File: config.mk
export PLATFORM = sky130hd
export DESIGN_NAME = rlos_core
export DESIGN_NICKNAME = d
export VERILOG_FILES = /design/src/inc/rlos_pkg.sv /design/src/rtl/rlos_sync.sv /design/src/rtl/rlos_panel.sv /design/src/rtl/rlos_core.sv
export SDC_FILE = /design/constraint.sdc
export NUM_CORES = 1
export LEC_CHECK = 0
export BUFFER_PORTS_ARGS = -buffer_cell sky130_fd_sc_hd__clkbuf_2
export CAP_MARGIN = 30
export CORE_AREA = 5 5 168 170
export CTS_CLUSTER_SIZE = 20
export DETAILED_ROUTE_END_ITERATION = 12
export DIE_AREA = 0 0 173 175
export SLEW_MARGIN = 20
export SYNTH_ARGS = -nofsm -noshare
export SYNTH_HDL_FRONTEND = slang
export SYNTH_HIERARCHICAL = 1
export SYNTH_SLANG_ARGS = --single-unit
File: constraint.sdc
create_clock -name sys_clk -period 4 [get_ports sys_clk]
set_clock_uncertainty 0.05 [all_clocks]
set_input_delay 0.2 -clock sys_clk [delete_from_list [all_inputs] [get_ports sys_clk]]
set_output_delay 0.2 -clock sys_clk [all_outputs]
set_load 0.02 [all_outputs]
File: src/inc/rlos_pkg.sv
// Package of constants and types for the relay logical output seal-in block
`default_nettype none
package rlos_pkg;
  // Alarm condition count and widths
  localparam int unsigned ALARM_COUNT = 8;
  localparam int unsigned IDX_W       = 3;
  localparam int unsigned ADDR_W      = 4;
  localparam int unsigned DATA_W      = 32;

  // Register word offsets (plain register port)
  localparam logic [3:0] REG_REALTIME  = 4'h0;
  localparam logic [3:0] REG_LATCHED   = 4'h1;
  localparam logic [3:0] REG_CLEAR     = 4'h2;
  localparam logic [3:0] REG_CONTROL   = 4'h3;
  localparam logic [3:0] REG_STATUS    = 4'h4;
  localparam logic [3:0] REG_IRQ_STAT  = 4'h5;
  localparam logic [3:0] REG_IRQ_CLR   = 4'h6;
  localparam logic [3:0] REG_IRQ_EN    = 4'h7;
  localparam logic [3:0] REG_CLOSE_TMO = 4'h8;

  // Clear register fields: bit 8 clears all, bits 2:0 pick one, bit 9 enables single clear
  localparam int unsigned CLR_ALL_BIT = 8;
  localparam int unsigned CLR_ONE_BIT = 9;

  // Control register fields
  localparam int unsigned CTL_MTRIP_BIT  = 0;
  localparam int unsigned CTL_MCLOSE_BIT = 1;
  localparam int unsigned CTL_FAIL_BIT   = 2;

  // Status register fields
  localparam int unsigned ST_TRIP_BIT   = 0;
  localparam int unsigned ST_CLOSE_BIT  = 1;
  localparam int unsigned ST_HEALTH_BIT = 2;
  localparam int unsigned ST_BRK_LSB    = 3;

  // Interrupt event bits
  localparam int unsigned IRQ_W          = 4;
  localparam int unsigned EV_LATCH_BIT   = 0;
  localparam int unsigned EV_TRIP_BIT    = 1;
  localparam int unsigned EV_CLOSEFAIL   = 2;
  localparam int unsigned EV_UNKNOWN_BIT = 3;

  // Front-panel clear window and close-fail timer defaults
  localparam int unsigned CLK_HZ          = 10_000_000;
  localparam int unsigned CLEAR_WINDOW_S  = 5;
  localparam int unsigned CLEAR_WINDOW_CY = CLEAR_WINDOW_S * CLK_HZ;
  localparam int unsigned CNT_W           = 32;
  localparam logic [31:0] CLOSE_TMO_RST   = 32'h000f_4240;

  // Breaker position decode
  typedef enum logic [1:0] {
    RLOS_BRK_UNKNOWN,
    RLOS_BRK_OPEN,
    RLOS_BRK_CLOSED
  } rlos_brk_t;
endpackage : rlos_pkg
`default_nettype wire

File: src/rtl/rlos_sync.sv
// Three-stage input synchroniser with agreement of the last two stages
`default_nettype none
module rlos_sync #(
  parameter int unsigned W = 1
) (
  // Clock and reset
  input  wire logic         sys_clk,
  input  wire logic         rst,
  // Data
  input  wire logic [W-1:0] asyncIn,
  output var  logic [W-1:0] syncOut
);
  logic [W-1:0] s1Q;
  logic [W-1:0] s2Q;
  logic [W-1:0] s3Q;
  wire  [W-1:0] agree = ~(s2Q ^ s3Q);

  // First stage feeds only the second; output moves only when stages two and three agree
  always_ff @(posedge sys_clk or posedge rst) begin
    if (rst) begin
      s1Q     <= '0;
      s2Q     <= '0;
      s3Q     <= '0;
      syncOut <= '0;
    end else begin
      s1Q     <= asyncIn;
      s2Q     <= s1Q;
      s3Q     <= s2Q;
      syncOut <= (agree & s3Q) | (~agree & syncOut);
    end
  end
endmodule : rlos_sync
`default_nettype wire

File: src/rtl/rlos_panel.sv
// Front-panel clear button: press opens a confirm window, confirm clears seal-ins
`default_nettype none
module rlos_panel (
  // Clock and reset
  input  wire logic sys_clk,
  input  wire logic rst,
  // Synchronised panel buttons
  input  wire logic clearBtn,
  input  wire logic confirmBtn,
  // Prompt and clear request
  output var  logic promptOut,
  output var  logic clearAllPulse
);
  typedef enum logic [1:0] {RLOS_P_IDLE, RLOS_P_PROMPT} rlos_pstate_t;
  rlos_pstate_t stateQ;
  logic [31:0]  winQ;
  logic         clearBtnQ;
  logic         confirmQ;
  wire          clearEdge   = clearBtn & ~clearBtnQ;
  wire          confirmEdge = confirmBtn & ~confirmQ;
  wire          winDone     = (winQ == 32'h0000_0000);

  // Prompt stays up for the window; confirmation inside it clears, else it lapses
  always_ff @(posedge sys_clk or posedge rst) begin
    if (rst) begin
      stateQ        <= RLOS_P_IDLE;
      winQ          <= 32'h0000_0000;
      clearBtnQ     <= 1'b0;
      confirmQ      <= 1'b0;
      clearAllPulse <= 1'b0;
    end else begin
      clearBtnQ     <= clearBtn;
      confirmQ      <= confirmBtn;
      clearAllPulse <= 1'b0;
      case (stateQ)
        RLOS_P_IDLE: begin
          if (clearEdge) begin
            stateQ <= RLOS_P_PROMPT;
            winQ   <= 32'(rlos_pkg::CLEAR_WINDOW_CY - 1);
          end
        end
        RLOS_P_PROMPT: begin
          if (confirmEdge) begin
            clearAllPulse <= 1'b1;
            stateQ        <= RLOS_P_IDLE;
          end else if (winDone) begin
            stateQ <= RLOS_P_IDLE;
          end else begin
            winQ <= winQ - 32'h0000_0001;
          end
        end
        default: stateQ <= RLOS_P_IDLE;
      endcase
    end
  end

  assign promptOut = (stateQ == RLOS_P_PROMPT);
endmodule : rlos_panel
`default_nettype wire

File: src/rtl/rlos_core.sv
// Relay logical outputs: real-time and sealed-in alarms, trip, close, health
//
// Implementation choices: the register addresses and the plain strobed port.
`default_nettype none
module rlos_core (
  // Clock and reset
  input  wire logic                                  sys_clk,
  input  wire logic                                  rst,
  // Register port
  input  wire logic [rlos_pkg::ADDR_W-1:0]           regAddr,
  input  wire logic [rlos_pkg::DATA_W-1:0]           regWdata,
  input  wire logic                                  regWrite,
  input  wire logic                                  regRead,
  output var  logic [rlos_pkg::DATA_W-1:0]           regRdata,
  // Protective element conditions (same clock)
  input  wire logic [rlos_pkg::ALARM_COUNT-1:0]      alarmCond,
  input  wire logic [rlos_pkg::ALARM_COUNT-1:0]      ocEnable,
  input  wire logic                                  recloseCmd,
  input  wire logic                                  selfTestFail,
  // Remote protocol clear
  input  wire logic                                  remoteClrOne,
  input  wire logic                                  remoteClrAll,
  input  wire logic [rlos_pkg::IDX_W-1:0]            remoteClrIdx,
  // Pins from outside
  input  wire logic                                  breaker_closed_aux_input,
  input  wire logic                                  breaker_open_aux_input,
  input  wire logic                                  openInput,
  input  wire logic                                  closeInput,
  input  wire logic                                  panelClearBtn,
  input  wire logic                                  panelConfirmBtn,
  input  wire logic                                  panelTripBtn,
  input  wire logic                                  panelCloseBtn,
  // Logical outputs
  output var  logic [rlos_pkg::ALARM_COUNT-1:0]      realtimeOut,
  output var  logic [rlos_pkg::ALARM_COUNT-1:0]      latchedOut,
  output var  logic                                  tripOut,
  output var  logic                                  closeOut,
  output var  logic                                  healthOut,
  output var  logic                                  selfCheckContact,
  output var  logic                                  failLamp,
  output var  logic                                  panelPrompt,
  output var  logic [1:0]                            breakerState,
  output var  logic                                  irqOut
);
  localparam int unsigned N = rlos_pkg::ALARM_COUNT;

  // Pin synchronisation
  logic [5:0] pinSync;
  rlos_sync #(.W(6)) u_sync (
    .sys_clk (sys_clk),
    .rst     (rst),
    .asyncIn ({breaker_closed_aux_input, breaker_open_aux_input, openInput,
               closeInput, panelTripBtn, panelCloseBtn}),
    .syncOut (pinSync)
  );
  wire auxClosed = pinSync[5];
  wire auxOpen   = pinSync[4];
  wire openSync  = pinSync[3];
  wire closeSync = pinSync[2];
  wire mTripPin  = pinSync[1];
  wire mClosePin = pinSync[0];

  logic [1:0] btnSync;
  rlos_sync #(.W(2)) u_btn (
    .sys_clk (sys_clk),
    .rst     (rst),
    .asyncIn ({panelClearBtn, panelConfirmBtn}),
    .syncOut (btnSync)
  );

  // Front-panel clear sequence
  logic panelClrAll;
  rlos_panel u_panel (
    .sys_clk       (sys_clk),
    .rst           (rst),
    .clearBtn      (btnSync[1]),
    .confirmBtn    (btnSync[0]),
    .promptOut     (panelPrompt),
    .clearAllPulse (panelClrAll)
  );

  // Register decode
  wire wrClear   = regWrite & (regAddr == rlos_pkg::REG_CLEAR);
  wire wrControl = regWrite & (regAddr == rlos_pkg::REG_CONTROL);
  wire wrIrqClr  = regWrite & (regAddr == rlos_pkg::REG_IRQ_CLR);
  wire wrIrqEn   = regWrite & (regAddr == rlos_pkg::REG_IRQ_EN);
  wire wrTmo     = regWrite & (regAddr == rlos_pkg::REG_CLOSE_TMO);
  wire toolClrAll = wrClear & regWdata[rlos_pkg::CLR_ALL_BIT];
  wire toolClrOne = wrClear & regWdata[rlos_pkg::CLR_ONE_BIT];
  wire [rlos_pkg::IDX_W-1:0] toolIdx = regWdata[rlos_pkg::IDX_W-1:0];
  wire clrAll = toolClrAll | remoteClrAll | panelClrAll;

  logic [2:0]  controlQ;
  logic [31:0] closeTmoQ;
  logic [rlos_pkg::IRQ_W-1:0] irqStatQ;
  logic [rlos_pkg::IRQ_W-1:0] irqEnQ;

  // Sealed-in alarms, one per condition; set wins over any clear
  genvar gi;
  generate
    for (gi = 0; gi < N; gi++) begin : g_seal
      wire clrThis = clrAll | (toolClrOne & (toolIdx == rlos_pkg::IDX_W'(gi)))
                   | (remoteClrOne & (remoteClrIdx == rlos_pkg::IDX_W'(gi)));
      always_ff @(posedge sys_clk or posedge rst) begin
        if (rst) begin
          latchedOut[gi] <= 1'b0;
        end else if (alarmCond[gi]) begin
          latchedOut[gi] <= 1'b1;
        end else if (clrThis) begin
          latchedOut[gi] <= 1'b0;
        end
      end
    end
  endgenerate

  // Real-time copy registered straight from the condition, separate port
  always_ff @(posedge sys_clk or posedge rst) begin
    if (rst) begin
      realtimeOut <= '0;
    end else begin
      realtimeOut <= alarmCond;
    end
  end

  // Breaker position decode
  wire [1:0] brkNext = (auxClosed & ~auxOpen) ? 2'(rlos_pkg::RLOS_BRK_CLOSED)
                     : (~auxClosed & auxOpen) ? 2'(rlos_pkg::RLOS_BRK_OPEN)
                     : 2'(rlos_pkg::RLOS_BRK_UNKNOWN);
  wire brkClosed = (brkNext == 2'(rlos_pkg::RLOS_BRK_CLOSED));

  // Trip and close requests; manual requests come from pins or control register
  wire ocTrip   = |(alarmCond & ocEnable);
  wire tripReq  = ocTrip | openSync | mTripPin | controlQ[rlos_pkg::CTL_MTRIP_BIT];
  wire closeReq = recloseCmd | closeSync | mClosePin | controlQ[rlos_pkg::CTL_MCLOSE_BIT];

  logic [31:0] closeCntQ;
  wire closeTimeout = closeOut & (closeCntQ == 32'h0000_0000);
  wire closeEnd     = closeOut & (brkClosed | closeTimeout);

  // Trip drives the physical contact and this output from one flop, so they agree
  always_ff @(posedge sys_clk or posedge rst) begin
    if (rst) begin
      tripOut <= 1'b0;
    end else begin
      tripOut <= tripReq;
    end
  end

  // Close holds until the breaker reads closed or the close-fail timer runs out
  always_ff @(posedge sys_clk or posedge rst) begin
    if (rst) begin
      closeOut  <= 1'b0;
      closeCntQ <= 32'h0000_0000;
    end else if (closeEnd) begin
      closeOut <= 1'b0;
    end else if (closeOut) begin
      closeCntQ <= closeCntQ - 32'h0000_0001;
    end else if (closeReq) begin
      closeOut  <= 1'b1;
      closeCntQ <= closeTmoQ;
    end
  end

  // Health, contact and lamp come from one flop; a software fail bit forces failure
  always_ff @(posedge sys_clk or posedge rst) begin
    if (rst) begin
      healthOut <= 1'b1;
    end else begin
      healthOut <= ~(selfTestFail | controlQ[rlos_pkg::CTL_FAIL_BIT]);
    end
  end
  assign selfCheckContact = healthOut;
  assign failLamp         = ~healthOut;

  // Control, timeout and breaker state registers
  always_ff @(posedge sys_clk or posedge rst) begin
    if (rst) begin
      controlQ     <= 3'h0;
      closeTmoQ    <= rlos_pkg::CLOSE_TMO_RST;
      breakerState <= 2'(rlos_pkg::RLOS_BRK_UNKNOWN);
    end else begin
      breakerState <= brkNext;
      if (wrControl) controlQ <= regWdata[2:0];
      if (wrTmo) closeTmoQ <= regWdata;
    end
  end

  // Sticky interrupt events; a new event beats a clear in the same cycle
  wire [rlos_pkg::IRQ_W-1:0] irqEv = {brkNext == 2'(rlos_pkg::RLOS_BRK_UNKNOWN), closeTimeout,
                                     tripReq & ~tripOut, |(alarmCond & ~latchedOut)};
  wire [rlos_pkg::IRQ_W-1:0] irqClr = wrIrqClr ? regWdata[rlos_pkg::IRQ_W-1:0] : 4'h0;
  always_ff @(posedge sys_clk or posedge rst) begin
    if (rst) begin
      irqStatQ <= 4'h0;
      irqEnQ   <= 4'h0;
    end else begin
      irqStatQ <= irqEv | (irqStatQ & ~irqClr);
      if (wrIrqEn) irqEnQ <= regWdata[rlos_pkg::IRQ_W-1:0];
    end
  end
  assign irqOut = |(irqStatQ & irqEnQ);

  // Read mux; unmapped and write-only offsets read zero
  logic [31:0] rdMux;
  always_comb begin
    rdMux = 32'h0000_0000;
    case (regAddr)
      rlos_pkg::REG_REALTIME:  rdMux = {24'h00_0000, realtimeOut};
      rlos_pkg::REG_LATCHED:   rdMux = {24'h00_0000, latchedOut};
      rlos_pkg::REG_CONTROL:   rdMux = {29'h0000_0000, controlQ};
      rlos_pkg::REG_STATUS:    rdMux = {27'h000_0000, breakerState, healthOut, closeOut, tripOut};
      rlos_pkg::REG_IRQ_STAT:  rdMux = {28'h000_0000, irqStatQ};
      rlos_pkg::REG_IRQ_EN:    rdMux = {28'h000_0000, irqEnQ};
      rlos_pkg::REG_CLOSE_TMO: rdMux = closeTmoQ;
      default:                 rdMux = 32'h0000_0000;
    endcase
  end
  always_ff @(posedge sys_clk or posedge rst) begin
    if (rst) begin
      regRdata <= 32'h0000_0000;
    end else begin
      regRdata <= regRead ? rdMux : 32'h0000_0000;
    end
  end

  // Checks
  property p_seal_hold;
    @(posedge sys_clk) disable iff (rst) alarmCond[0] |=> latchedOut[0];
  endproperty
  a_seal_hold: assert property (p_seal_hold) else $error("latch did not set");
  property p_set_wins;
    @(posedge sys_clk) disable iff (rst) (alarmCond[1] && clrAll) |=> latchedOut[1];
  endproperty
  a_set_wins: assert property (p_set_wins) else $error("clear beat set");
  property p_realtime;
    @(posedge sys_clk) disable iff (rst) !alarmCond[2] |=> !realtimeOut[2];
  endproperty
  a_realtime: assert property (p_realtime) else $error("realtime stuck");
  property p_clr_all;
    @(posedge sys_clk) disable iff (rst) (clrAll && alarmCond == '0) |=> latchedOut == '0;
  endproperty
  a_clr_all: assert property (p_clr_all) else $error("clear all failed");
  property p_trip;
    @(posedge sys_clk) disable iff (rst) openSync |=> tripOut;
  endproperty
  a_trip: assert property (p_trip) else $error("trip missing");
  property p_close_end;
    @(posedge sys_clk) disable iff (rst) (closeOut && brkClosed) |=> !closeOut;
  endproperty
  a_close_end: assert property (p_close_end) else $error("close not released");
  property p_health;
    @(posedge sys_clk) disable iff (rst) selfTestFail |=> !healthOut && failLamp;
  endproperty
  a_health: assert property (p_health) else $error("health did not drop");
  property p_unknown;
    @(posedge sys_clk) disable iff (rst) (auxClosed == auxOpen) |=> breakerState == 2'(rlos_pkg::RLOS_BRK_UNKNOWN);
  endproperty
  a_unknown: assert property (p_unknown) else $error("unknown not shown");
  c_panel_clear: cover property (@(posedge sys_clk) disable iff (rst) panelClrAll);
  c_close_tmo:   cover property (@(posedge sys_clk) disable iff (rst) closeTimeout);
  c_seal_after:  cover property (@(posedge sys_clk) disable iff (rst) !alarmCond[0] && latchedOut[0]);
endmodule : rlos_core
`default_nettype wire

==> flow_metrics.py <==
metrics = {
    "synthesis": {
        "synth_top_area_cell": "dfrtp_1",
        "seq_area_frac_synth_pct": 53.7,
        "synthCells": 854,
        "synth-edff-count": 0,
        "synthMostInstantiatedCell": "dfrtp_1",
        "synth_area_leaders": "dfrtp_1 51%, mux2_2 5.4%, nand2_1 2.5%",
        "async_reset_ff_share_pct": 100,
        "synth_area_sq_um": 9150,
        "syn-num-nets": 929,
        "synthTopCellsByCount": "188 x dfrtp_1, 61 x nand2_1, 56 x nor2_1",
        "yosysWarningCount": 6,
        "synth.distinct_cells": 81,
        "synth-seq-cells": 196,
        "synth_ff_type": "dfrtp_1",
        "synthDominantCellAreaShare_pct": 51.4,
        "syn_area_per_cell_sq_um": 10.7,
    },
    "cts": {
        "cts_sinks": 196,
        "post_cts_buffers": 0,
        "clkTransAtPathRegs_ps": 80,
        "cts_resized": 0,
        "worst_skew_pair.late_latency_ps": 440,
        "cts_max_level": 4,
        "cts_root_buf": "clkbuf_16",
        "cts_inserted_buffers": 17,
        "cts_hold_buf": 48,
        "cts_buffer_depth": 2,
        "cts_tree": "done",
    },
    "global_route": {
        "grt_max_degree": 80,
        "first_global_vias": 7311,
        "gr-total-overflow": 0,
        "grtUsageTotal_pct": 15.9,
        "grt_pass1_wl_mm": 39.5,
        "antenna_found_initial": 0,
    },
    "power_and_ir_drop": {
        "power.share.clock_pct": 31.3,
        "p_int_uw": 3680,
        "p_sw_uw": 1900,
        "combPwrFrac_pct": 20.7,
        "power.share.sequential_pct": 47.9,
        "irDropWorstVdd_mv": 0.259,
        "power-per-cell-area_nw_per_um2": 496,
        "leakage_uw": 0.00486,
        "netSwitchingFraction_pct": 34.1,
    },
    "routing": {
        "route.detailed.drc": 0,
        "via_per_inst": 5.36,
        "first_iter_violations": 652,
        "detail_route.wl_per_cell_microns": 17.3,
        "via_count": 7356,
        "antenna_left": 0,
        "dr.pass1.iters": 5,
        "totalWireLength_mm": 23.8,
    },
    "sta": {
        "setup_viol": 0,
        "period_share_pct": 75.4,
        "period_needed_ps": 3020,
        "fmax_ghz": 0.332,
        "rsz0062_at_grt": "no",
        "fin_setup_tns_ps": 0,
        "drv_slew": 0,
        "fin_ws_ps": 985,
        "relSlewSlack_pct": 46.9,
        "tightest_slew_ps": 789,
        "finalHoldViolCount": 0,
    },
    "final_layout": {
        "stdcell_count": 1372,
        "n_fill_cell": 2601,
        "nNetsFinal": 1093,
        "diodes": 0,
        "drive_above_1_share_pct": 25.5,
        "syn_to_final_growth_pct": 23.1,
    },
    "floorplan": {
        "coreArea_sq_um": 26600,
        "dieArea_sq_um": 30300,
        "fp.dieH_microns": 175,
        "start_util_pct": 34.4,
        "die_x_microns": 173,
        "fp-row-count": 60,
        "num_io_pins": 128,
    },
    "setup_path": {
        "cp_data_required_time_ps": 4240,
        "cpPeakStageDelay_ps": 620,
        "crit_fanout": 11,
        "cp-end-kind": "flip-flop",
        "critPathKind": "flip-flop to flip-flop",
        "crit_slowest_cell": "or4b_2",
        "path_buf_inv": 1,
        "start_kind": "flip-flop",
        "path_delay_family": "simple AND/OR/NAND/NOR gates",
        "path_cells": "inv_1 -> ha_1 -> or4b_2 -> nor4_1 -> nand4_1 -> a311oi_1 -> a41oi_1",
        "worstPathArrival_ps": 3260,
    },
    "placement": {
        "placed_cells": 1289,
        "place_hpwl_mm": 16.5,
        "dp_worst_setup_slack_ps": 1040,
        "place_congestion": 0.853,
        "portBuffers": 127,
    },
    "status": {
        "run_status": "finished, final reports clean",
    },
    "job": {
        "cap_violations": 0,
    },
    "hold_path": {
        "hold_path.class": "input pin to flip-flop",
    },
}
-- logic make-up after synthesis --
group	Yosys count	share of synthesized area [%]
AND/OR/NAND/NOR	327	20.0
flip-flops	196	53.7
AO/OA/AOI/OAI	186	14.1
buffers and inverters	71	3.25
multiplexers	58	6.95
adder cells (fa/ha/maj)	12	1.53
XOR/XNOR	4	0.383
-- per-layer routing --
metal	routed length, microns	GRT usage (%)
met2	11000	25.0
met4	316	4.69
met5	0	0
met1	11200	22.4
met3	1260	3.14
-- registers in the layout, indices dropped and copies added (netlist names), 3 cells and up, named ones only --
name,flops
realtimeOut,8
irqStatQ,4
closeTmoQ,32
u_sync/s3Q,6
irqEnQ,4
controlQ,3
u_sync/s1Q,6
u_panel/winQ,32
latchedOut,8
closeCntQ,32
regRdata,32
u_sync/s2Q,6
-- area by class of cell --
cell class              instances  area [sq um]  share of cell area (%)
well taps                     341           427                    3.79
flip-flops and latches        196          4920                    43.7
inverters                      27           109                   0.967
clock inverters                15           191                    1.70
repair buffers                189          1250                    11.1
clock buffers                  17           425                    3.78
multi-input cells             587          3950                    35.0
-- worst register-to-register path, cell delays in order (launching register included) --
cell      delay, ps
dfrtp_1         400
inv_1            80
ha_1            200
or4b_2          620
nor4_1          530
nand4_1         530
a311oi_1        400
a41oi_1          70
-- final timing paths --
kind / startpoint / to / slack, ps / cells past startpoint
worst max-delay path: u_panel/winQ[0] / u_panel/winQ[15] / 980 / 7
worst min-delay path: regWdata[9] / closeTmoQ[9] / 30 / 2
worst max register to register: u_panel/winQ[0] / u_panel/winQ[15] / 980 / 7
worst min register to register: u_btn/s1Q[1] / u_btn/s2Q[1] / 300 / 0
max in group asynchronous: rst / healthOut / 2550 / 4
min in group asynchronous: rst / u_sync/s3Q[1] / 290 / 3
-- per-stage QoR --
stage | power, uW | util [%] | hold WS (ps) | cell area [sq um]
2_1_floorplan | 3470 | - | -34.3 | 9150
3_3_place_gp | 3800 | 38.0 | 212 | 10100
3_5_place_dp | 3830 | 38.1 | 212 | 10100
4_1_cts | 5640 | 42.2 | 10.9 | 11200
5_1_grt | 5930 | 42.4 | 23.7 | 11300
6_report | 5590 | 42.4 | 28.7 | 11300
-- cell usage in the layout (no fill, tap or decap), types with 19 or more instances in the layout --
cell type and n:
or4_1 19, and2_1 28, nor2_1 56, dlygate4sd3_1 48, o21ai_0 28, dfrtp_1 187
nand3_1 26, clkbuf_2 128, nor3_1 27, inv_1 23, nor4_1 19, nand2_1 61
mux2_2 44, a21oi_1 38
-- power groups by stage --
stage               Combinational (uW)  Sequential (uW)  Clock (uW)
global placement                  1100             2700           0
finish                            1160             2680        1750
detailed placement                1120             2710           0
floorplan                          867             2600           0
global route                      1310             2740        1880
CTS                               1160             2680        1810
Note: power is estimated with default switching activity, not from simulation.
